$ cat src/rtl/cc_unit_pkg.sv
// constants and carrier types for the compare/capture unit
package cc_unit_pkg;

    localparam int NUM_CH = 4;
    localparam int CNT_W = 16;
    localparam int ADDR_W = 8;
    localparam int DATA_W = 32;

    // register byte offsets on the apb slave
    localparam logic [7:0] OFS_TIMER_CONTROL = 8'h00;
    localparam logic [7:0] OFS_CC_ENABLE = 8'h04;
    localparam logic [7:0] OFS_IRQ_REQUEST = 8'h08;
    localparam logic [7:0] OFS_PORT_LATCH = 8'h0C;
    localparam logic [7:0] OFS_PIN_LEVEL = 8'h10;
    localparam logic [7:0] OFS_CC_REG_BASE = 8'h20;
    localparam logic [7:0] OFS_CC_REG_LAST = 8'h2C;

    // timer_control_reg fields
    localparam int POS_EDGE_SELECT = 0;
    localparam int POS_MODE_SELECT = 1;

    // compare_capture_enable_reg: two bits per channel
    localparam int ENABLE_FIELD_W = 2;

    localparam logic [3:0] RST_PORT_LATCH = 4'hF;
    localparam logic [15:0] RST_CC_REG = 16'h0000;
    localparam logic [7:0] RST_CC_ENABLE = 8'h00;
    localparam logic RST_EDGE_SELECT = 1'b0;
    localparam logic RST_MODE_SELECT = 1'b0;

    typedef enum logic [1:0]
    {
        CH_OFF = 2'b00,
        CH_CAPTURE = 2'b01,
        CH_COMPARE = 2'b10,
        CH_RESERVED = 2'b11
    } ch_mode_type;

    typedef struct packed
    {
        logic [ADDR_W-1:0] paddr;
        logic psel;
        logic penable;
        logic pwrite;
        logic [DATA_W-1:0] pwdata;
    } apb_req_type;

    typedef struct packed
    {
        logic [NUM_CH-1:0][CNT_W-1:0] cc_reg;
        logic [NUM_CH-1:0] latch_a;
        logic [NUM_CH-1:0] latch_b;
        logic [NUM_CH-1:0] det_prev;
        logic [NUM_CH-1:0] req_flag;
        logic [NUM_CH-1:0] sync1;
        logic [NUM_CH-1:0] sync2;
        logic edge_select_bit;
        logic compare_mode_select;
        logic [7:0] enable;
        logic [DATA_W-1:0] prdata;
    } state_type;

endpackage : cc_unit_pkg

$ cat src/rtl/cc_unit.sv
// compare/capture unit with four channels tied to port pin bits 0..3, apb register access
//
// Local design decisions: the register offsets and the APB slave port.
module cc_unit
(
    input wire logic MCLK_IN,
    input wire logic RST_B_IN,
    input wire logic [7:0] PADDR_IN,
    input wire logic PSEL_IN,
    input wire logic PENABLE_IN,
    input wire logic PWRITE_IN,
    input wire logic [31:0] PWDATA_IN,
    output logic [31:0] PRDATA_OUT,
    output logic PREADY_OUT,
    output logic PSLVERR_OUT,
    input wire logic [15:0] TIMER_COUNT_IN,
    input wire logic TIMER_OVF_IN,
    input wire logic [3:0] PORT_PIN_IN,
    output logic [3:0] PORT_PIN_OUT,
    output logic [3:0] PORT_PIN_OE_OUT,
    output logic [3:0] REQ_FLAG_OUT
);

    cc_unit_pkg::state_type st_r;
    cc_unit_pkg::state_type st_nxt;
    cc_unit_pkg::apb_req_type req;

    logic [3:0] cmp_on;
    logic [3:0] cap_on;
    logic [3:0] mode1_on;
    logic [3:0] match;
    logic [3:0] det_in;
    logic [3:0] hit;
    logic [3:0] pin_drv;
    logic wr_acc;
    logic rd_setup;

    function automatic cc_unit_pkg::ch_mode_type chan_mode(input logic [7:0] en, input int ch);
        logic [1:0] f;
        f = en[ch*cc_unit_pkg::ENABLE_FIELD_W +: cc_unit_pkg::ENABLE_FIELD_W];
        return cc_unit_pkg::ch_mode_type'(f);
    endfunction : chan_mode

    function automatic logic active_edge(input int ch, input logic prev, input logic cur, input logic sel);
        logic rise;
        logic fall;
        rise = cur & ~prev;
        fall = prev & ~cur;
        if (ch == 0)
        begin
            return sel ? rise : fall;
        end
        return rise;
    endfunction : active_edge

    function automatic logic addr_mapped(input logic [7:0] a);
        return (a == cc_unit_pkg::OFS_TIMER_CONTROL) || (a == cc_unit_pkg::OFS_CC_ENABLE)
            || (a == cc_unit_pkg::OFS_IRQ_REQUEST) || (a == cc_unit_pkg::OFS_PORT_LATCH)
            || (a == cc_unit_pkg::OFS_PIN_LEVEL)
            || ((a >= cc_unit_pkg::OFS_CC_REG_BASE) && (a <= cc_unit_pkg::OFS_CC_REG_LAST)
                && (a[1:0] == 2'h0));
    endfunction : addr_mapped

    assign req.paddr = PADDR_IN;
    assign req.psel = PSEL_IN;
    assign req.penable = PENABLE_IN;
    assign req.pwrite = PWRITE_IN;
    assign req.pwdata = PWDATA_IN;

    // read data is latched in the setup cycle so the slave can answer with no wait state
    assign wr_acc = req.psel & req.penable & req.pwrite & addr_mapped(req.paddr);
    assign rd_setup = req.psel & ~req.penable & ~req.pwrite;

    always_comb
    begin
        for (int i = 0; i < cc_unit_pkg::NUM_CH; i++)
        begin
            cmp_on[i] = (chan_mode(st_r.enable, i) == cc_unit_pkg::CH_COMPARE);
            cap_on[i] = (chan_mode(st_r.enable, i) == cc_unit_pkg::CH_CAPTURE);
            mode1_on[i] = cmp_on[i] & st_r.compare_mode_select;
            // all four comparators work in parallel on the same count
            match[i] = cmp_on[i] && (TIMER_COUNT_IN == st_r.cc_reg[i]);
            // detector source follows the enable, so a switch can itself look like an edge
            det_in[i] = cmp_on[i] ? match[i] : st_r.sync2[i];
            hit[i] = active_edge(i, st_r.det_prev[i], det_in[i], st_r.edge_select_bit);
            pin_drv[i] = mode1_on[i] ? st_r.latch_b[i] : st_r.latch_a[i];
        end
    end

    always_comb
    begin
        st_nxt = st_r;
        st_nxt.sync1 = PORT_PIN_IN;
        st_nxt.sync2 = st_r.sync1;
        st_nxt.det_prev = det_in;

        if (wr_acc)
        begin
            unique case (req.paddr)
                cc_unit_pkg::OFS_TIMER_CONTROL:
                begin
                    st_nxt.edge_select_bit = req.pwdata[cc_unit_pkg::POS_EDGE_SELECT];
                    st_nxt.compare_mode_select = req.pwdata[cc_unit_pkg::POS_MODE_SELECT];
                end
                cc_unit_pkg::OFS_CC_ENABLE:
                begin
                    st_nxt.enable = req.pwdata[7:0];
                end
                cc_unit_pkg::OFS_IRQ_REQUEST:
                begin
                    st_nxt.req_flag = st_r.req_flag & ~req.pwdata[3:0];
                end
                cc_unit_pkg::OFS_PORT_LATCH:
                begin
                    for (int i = 0; i < cc_unit_pkg::NUM_CH; i++)
                    begin
                        // mode 0 owns the latch; in mode 1 only latch A is written
                        if (!(cmp_on[i] && !st_r.compare_mode_select))
                        begin
                            st_nxt.latch_a[i] = req.pwdata[i];
                        end
                    end
                end
                default:
                begin
                    for (int i = 0; i < cc_unit_pkg::NUM_CH; i++)
                    begin
                        if (req.paddr[5:2] == 4'(i + 8))
                        begin
                            st_nxt.cc_reg[i] = req.pwdata[15:0];
                        end
                    end
                end
            endcase
        end

        for (int i = 0; i < cc_unit_pkg::NUM_CH; i++)
        begin
            // a hardware set wins over a software clear in the same cycle
            if (hit[i])
            begin
                st_nxt.req_flag[i] = 1'b1;
            end
            // capture also wins over a software write of the same register
            if (cap_on[i] && hit[i])
            begin
                st_nxt.cc_reg[i] = TIMER_COUNT_IN;
            end
            if (cmp_on[i] && !st_r.compare_mode_select)
            begin
                if (match[i])
                begin
                    st_nxt.latch_a[i] = 1'b1;
                end
                else if (TIMER_OVF_IN)
                begin
                    st_nxt.latch_a[i] = 1'b0;
                end
            end
            // outside mode 1 latch B shadows latch A, so entering mode 1 leaves the pin still
            if (mode1_on[i])
            begin
                if (match[i])
                begin
                    st_nxt.latch_b[i] = st_r.latch_a[i];
                end
            end
            else
            begin
                st_nxt.latch_b[i] = st_nxt.latch_a[i];
            end
        end

        if (rd_setup)
        begin
            st_nxt.prdata = 32'h0000_0000;
            unique case (req.paddr)
                cc_unit_pkg::OFS_TIMER_CONTROL:
                begin
                    st_nxt.prdata[cc_unit_pkg::POS_EDGE_SELECT] = st_r.edge_select_bit;
                    st_nxt.prdata[cc_unit_pkg::POS_MODE_SELECT] = st_r.compare_mode_select;
                end
                cc_unit_pkg::OFS_CC_ENABLE:
                begin
                    st_nxt.prdata[7:0] = st_r.enable;
                end
                cc_unit_pkg::OFS_IRQ_REQUEST:
                begin
                    st_nxt.prdata[3:0] = st_r.req_flag;
                end
                cc_unit_pkg::OFS_PORT_LATCH:
                begin
                    st_nxt.prdata[3:0] = st_r.latch_a;
                end
                cc_unit_pkg::OFS_PIN_LEVEL:
                begin
                    st_nxt.prdata[3:0] = st_r.sync2;
                end
                default:
                begin
                    for (int i = 0; i < cc_unit_pkg::NUM_CH; i++)
                    begin
                        if (addr_mapped(req.paddr) && req.paddr[5:2] == 4'(i + 8))
                        begin
                            st_nxt.prdata[15:0] = st_r.cc_reg[i];
                        end
                    end
                end
            endcase
        end
    end

    always_ff @(posedge MCLK_IN or negedge RST_B_IN)
    begin
        if (!RST_B_IN)
        begin
            st_r.cc_reg <= {cc_unit_pkg::NUM_CH{cc_unit_pkg::RST_CC_REG}};
            st_r.latch_a <= cc_unit_pkg::RST_PORT_LATCH;
            st_r.latch_b <= cc_unit_pkg::RST_PORT_LATCH;
            st_r.det_prev <= 4'h0;
            st_r.req_flag <= 4'h0;
            st_r.sync1 <= 4'h0;
            st_r.sync2 <= 4'h0;
            st_r.edge_select_bit <= cc_unit_pkg::RST_EDGE_SELECT;
            st_r.compare_mode_select <= cc_unit_pkg::RST_MODE_SELECT;
            st_r.enable <= cc_unit_pkg::RST_CC_ENABLE;
            st_r.prdata <= 32'h0000_0000;
        end
        else
        begin
            st_r <= st_nxt;
        end
    end

    assign PRDATA_OUT = st_r.prdata;
    assign PREADY_OUT = 1'b1;
    assign PSLVERR_OUT = req.psel & req.penable & ~addr_mapped(req.paddr);
    assign PORT_PIN_OUT = pin_drv;
    // quasi-bidirectional pin: outside compare mode a latched one releases it so an outside source can pull it
    assign PORT_PIN_OE_OUT = cmp_on | ~pin_drv;
    assign REQ_FLAG_OUT = st_r.req_flag;
endmodule : cc_unit

$ cat config.mk
export PLATFORM = sky130hd
export DESIGN_NAME = cc_unit
export DESIGN_NICKNAME = d
export VERILOG_FILES = /design/src/rtl/cc_unit_pkg.sv /design/src/rtl/cc_unit.sv
export SDC_FILE = /design/constraint.sdc
export NUM_CORES = 1
export LEC_CHECK = 0
export BUFFER_PORTS_ARGS = -buffer_cell sky130_fd_sc_hd__buf_2
export CAP_MARGIN = 15
export CORE_MARGIN = 8
export CORE_UTILIZATION = 44
export DETAILED_ROUTE_END_ITERATION = 8
export PLACE_DENSITY = 0.63
export REMOVE_ABC_BUFFERS = 1
export SLEW_MARGIN = 40
export SYNTH_ARGS = -nofsm -noshare
export SYNTH_HDL_FRONTEND = slang
export SYNTH_SLANG_ARGS = --single-unit
$ cat constraint.sdc
create_clock -name MCLK_IN -period 2.3 [get_ports MCLK_IN]
set_clock_uncertainty 0.15 [all_clocks]
set_input_delay 0.46 -clock MCLK_IN [delete_from_list [all_inputs] [get_ports MCLK_IN]]
set_output_delay 0.46 -clock MCLK_IN [all_outputs]
set_load 0.02 [all_outputs]
# [Yosys cells after proc, flatten, opt, wreduce, memory -nomap -nowiden]
# Cells that the tools add are included.
[word_totals] regBits=114 latch_bits=0 ram_bits=0 romBits=0 wordCells=190 n_memories=0
[classes] n_addsub=0 mul=0 n_div=0 order_cmp=2 n_eq_ne=28 shifts=0 muxes=58 bitwise=27 n_reduce_logical=55
[op_table] operator="two-way mux 16 bit" n=12
[op_table] operator="two-way mux 68 bit" n=1
[op_table] operator="equality test 16 bit" n=4
[op_table] operator="two-way mux 64 bit" n=1
[op_table] operator="two-way mux 1 bit" n=37
[op_table] operator="nonzero test 2 bit" n=16
[op_table] operator="case mux 2 bit (5 select lines)" n=2
[op_table] operator="logical AND 1 bit" n=18
[op_table] operator="equality test 4 bit, second input constant" n=4
[op_table] operator="equality test 8 x 4 -> 1 bit, second input constant" n=2
[op_table] operator="!= test 2 x 1 -> 1 bit, second input constant" n=8
[op_table] operator="AND 1 bit" n=15
[op_table] operator="two-way mux 4 bit" n=3
[op_table] operator="AND reduction 2 bit" n=6
[op_table] operator="AND reduction 3 bit" n=4
[op_table] operator="equality test 2 x 1 -> 1 bit, second input constant" n=4
[op_table] operator="equality test 2 bit, second input constant" n=4
[op_table] operator="equality test 8 x 3 -> 1 bit, second input constant" n=1
[op_table] operator="equality test 8 x 5 -> 1 bit, second input constant" n=1
[op_table] operator=">= comparator 8 x 6 -> 1 bit, second input constant" n=1
[op_table] operator="less-or-equal comparator 8 x 6 -> 1 bit, second input constant" n=1
[op_table] operator="logical NOT 8 bit" n=1
[op_table] operator="two-way mux 8 bit" n=1
[op_table] operator="inverter 1 bit" n=8
[op_table] operator="other kinds (9)" n=15

# [Logic depth before layout (Yosys ltp)]
[depth] word_depth=12 ltp_mapped=10

# [Worst setup path before layout]
# Ideal clock, no wire load.
[synth_path] path_kind="input to register" start="input PADDR_IN[7]" end="register st_r[32] (netlist name)" setup_time_ps=125 t_arrival_ps=2077 path_slack_ps=-52 path_stages=5 path_buffers=1 path_cell_list="or4_4 > or3_4 > or2_1 > buf_6 > mux2_4"
[synth_between] elab_chain_len=8 word_cells_on_any_way=16
[synth_lines] item="start, declared" line="cc_unit.sv:8" rtl="input wire logic [7:0] PADDR_IN,"
[synth_lines] item="parallel branches: the longest is 7 deep, another holds >= comparator 8 x 6 -> 1 bit"
[synth_lines] item="AND reduction 2 bit (no line) (*)"
[synth_lines] item="end signal, assigned" line="cc_unit.sv:231" rtl="st_r <= st_nxt;"
[synth_lines] item="end, declared" line="cc_unit.sv:24" rtl="cc_unit_pkg::state_type st_r;"
# Mark *: on every way between the ends.
# A chain may end at the register's enable or synchronous reset.

# [Worst setup path in the final report]
[layout_path] start="register st_r[37] (netlist name)" end="output PORT_PIN_OUT[2]"
[layout_between] elab_chain_len=3
[layout_lines] item="equality test 2 bit" line="cc_unit.sv:78" rtl="cmp_on[i] = (chan_mode(st_r.enable, i) == cc_unit_pkg::CH_COMPARE);"
[layout_lines] item="AND 1 bit" line="cc_unit.sv:80" rtl="mode1_on[i] = cmp_on[i] & st_r.compare_mode_select;"
[layout_lines] item="two-way mux 1 bit" line="cc_unit.sv:86" rtl="pin_drv[i] = mode1_on[i] ? st_r.latch_b[i] : st_r.latch_a[i];"
[layout_lines] item="end, declared" line="cc_unit.sv:19" rtl="output logic [3:0] PORT_PIN_OUT,"
# No other way between the ends.

==> results.sh <==
export IMPL_status="completed"
export IMPL_r2r_cells=7
export IMPL_cts_made_buffers=17
export IMPL_grt_pass1_vias=5766
export IMPL_grt_usage_pct=21.1
export IMPL_ioPinCount=112
export IMPL_dpl_cell_count=987
export IMPL_path_class="flip-flop to output port"
export IMPL_first_pass_iters=5
export IMPL_cts_htree_levels=4
export IMPL_grt_ovfl_total=0
export IMPL_initial_utilization_pct=44.3
export IMPL_ys_flop_type="dfrtp_1"
export IMPL_dp_hpwl_um=15000
export IMPL_routed_via_density=5.55
export IMPL_maxClockFrequency_mhz=443
export IMPL_yosys_top_cells_count="dfrtp_1 (106), nand2_1 (87), mux2i_1 (70)"
export IMPL_die_w_um=142
export IMPL_cts_root_buf="clkbuf_16"
export IMPL_drtIter0Drc=496
export IMPL_port_buffer_count=78
export IMPL_antennaDiodeCount=0
export IMPL_finalCriticalPeriod_ns=2.26
export IMPL_r2r_start="st_r[81]"
export IMPL_gp_congestion=0.922
export IMPL_start_kind="flip-flop"
export IMPL_critical_path_cell_chain="nor2b_1 > nand2_1 > mux2_2 > buf_2"
export IMPL_whs_path_depth=3
export IMPL_synth_avg_cell_area_um2=9.98
export IMPL_reg2reg_slack_ns=0.12
export IMPL_grt_pass1_wl_um=32200
export IMPL_antenna_found_initial=0
export IMPL_cts_tree="done"
export IMPL_finalCritPeriodShare_pct=98.2
export IMPL_p_leak_nw=3.77
export IMPL_cpPeakStageDelay_ns=0.43
export IMPL_regToRegEndpoint="REQ_FLAG_OUT[0]"
export IMPL_synth_area_leaders="dfrtp_1 (38%), mux2i_1 (10%), mux4_2 (5.2%), o21ai_0 (4.8%), nand2_1 (4.7%)"
export IMPL_layout_drive_gt1_share_pct=29.6
export IMPL_yosysMostFrequentCell="dfrtp_1"
export IMPL_rsz0062_at_grt="no"
export IMPL_worstHoldEndpoint="st_r[81]"
export IMPL_power_density_cell_area_nw_per_um2=699
export IMPL_die_area_um2=20000
export IMPL_critPathRequiredTime_ns=1.69
export IMPL_max_cap_violations=0
export IMPL_slew_limit_headroom_pct=51.9
export IMPL_finalNetCount=863
export IMPL_worstHoldStart="TIMER_COUNT_IN[15]"
export IMPL_peakVddDrop_mv=0.594
export IMPL_setup_viol=0
export IMPL_syn2layout_area_growth_pct=22.2
export IMPL_clk_path_buf_depth=2
export IMPL_worstPathArrival_ns=1.65
export IMPL_clkSlewWorstSetupHoldPaths_ns=0.05
export IMPL_yosysTopAreaCellShare_pct=38.2
export IMPL_fin_cells=1026
export IMPL_core_um2=15700
export IMPL_vias=5699
export IMPL_drc=0
export IMPL_hold_path_class="primary input to flip-flop"
export IMPL_hold_viol=0
export IMPL_yosysWarnings=0
export IMPL_seq_area_frac_synth_pct=41.3
export IMPL_synth_cells=695
export IMPL_drt_wirelength_per_cell_um=20.3
export IMPL_syn_cell_area_um2=6940
export IMPL_synth_seq_cells=114
export IMPL_nFillCells=1404
export IMPL_routed_wl_um=20800
export IMPL_die_h_um=142
export IMPL_tightest_slew_ns=0.720
export IMPL_fin_util_pct=54.1
export IMPL_clk_latency_ns=0.43
export IMPL_rows=46
export IMPL_synth_distinct_cells=58
export IMPL_end_kind="output port"
export IMPL_post_synth_top_area_cell="dfrtp_1"
export IMPL_cts_sink_count=114
export IMPL_synth_edf_count=0
export IMPL_startpoint="st_r[37]"
export IMPL_slew_viol_final=0
export IMPL_grt_start_max_net_pins=55
export IMPL_async_flop_share_pct=100
export IMPL_critPathSlowestCell="dfrtp_2"
export IMPL_crit_fanout=4
export IMPL_ant_nets=0
worst max path at each step:
| stage | depth (start not counted) | slack [ns] | endpoint |
|---|---|---|---|
| 2_1_floorplan | 2 | -0.86 | st_r[100] |
| 3_3_place_gp | 6 | -0.23 | st_r[39] |
| 3_5_place_dp | 6 | -0.25 | st_r[39] |
| 4_1_cts | 4 | 0.003 | PORT_PIN_OUT[2] |
| 5_1_grt | 4 | 0.004 | PORT_PIN_OUT[2] |
| 6_report | 4 | 0.04 | PORT_PIN_OUT[2] |
repair_timing:
action                                  in CTS  in global routing
endpoints found under the setup margin       5                  7
pin swaps                                    0                  2
endpoints found under the hold margin       35                  0
cloned                                       0                  0
resized for setup                            5                  3
hold buffers                                 5                  0
buffers inserted                             0                  2
critical path: cells and delay by family, from the launching register on:
family / cells / cell delay [ns]
muxes: 1 / 0.36
and+or+nand+nor: 2 / 0.27
DFF: 1 / 0.43
buffers and inverters: 1 / 0.16
cell families (layout without fill, tap and decap cells):
logic type	Yosys count	after routing	share of synthesized area [%]
other cells	2	17	0.108
compound gates	135	135	11.9
flops	114	114	41.3
xor+xnor	64	64	8.08
simple gates	187	187	13.1
buf+inv	94	194	7.77
mux	99	99	17.8
final cells by class:
cell class,count,area [µm²],share of cell area (%)
well taps,216,270,3.19
repair buffers,156,1030,12.1
multi-input cells,502,3670,43.3
inverters,6,22.5,0.266
clock buffers,21,460,5.43
flip-flops and latches,114,2870,33.8
clock inverters,11,159,1.87
per-stage QoR:
stage / TNS, ns / cell area, µm² / hold WS, ns / total power, mW / setup slack [ns]
global route: 0 / 8480 / 0.182 / 6.15 / 0.00437
CTS: 0 / 8450 / 0.165 / 5.95 / 0.00313
detailed placement: -9.60 / 7760 / 0.185 / 3.13 / -0.252
global placement: -7.92 / 7760 / 0.182 / 3.10 / -0.229
floorplan: -49.19 / 6480 / 0.0144 / 2.71 / -0.860
finish: 0 / 8480 / 0.177 / 5.93 / 0.0425
registers in the layout, summed over array words and instances, names as in the netlist:
name          count
st_r             90
PRDATA_OUT       16
REQ_FLAG_OUT      4
st_nxt            4
report_power, final:
group / switching, mW / internal, mW
Combinational: 0.470 / 0.351
Clock: 0.961 / 1.86
Sequential: 0.126 / 2.16
Total: 1.56 / 4.37
routing by layer:
metal	share of wire, %	wire length, µm	track usage, %
met1	43	8880	26.7
met2	47	9780	33.1
met3	7.3	1520	5.41
met5	0	0	0
met4	3.0	617	9.95
cell usage in the layout (no fill, tap or decap), types with 6 or more instances in the layout:
cell       synthesis  routed
xor2_1            32      32
nand4_1           10      10
a221oi_1           8       8
nor2_1            25      25
nand2_1           87      87
buf_2              5      77
buf_4             38      71
conb_1             2      17
o21ai_0           66      66
mux2_4             8       8
nand2b_1           9       9
clkbuf_16          0      17
clkinv_2           0       6
a21oi_1           15      15
a22o_1             9       9
inv_1              6       6
o21ai_1            8       8
nor3_1             7       7
xnor2_1           32      32
mux2i_1           70      70
dfstp_2            8       8
nand3_1            7       7
nor4_1            11       8
dfrtp_1          106     104
mux4_2            16      16
(Power assumes the default switching activity.)
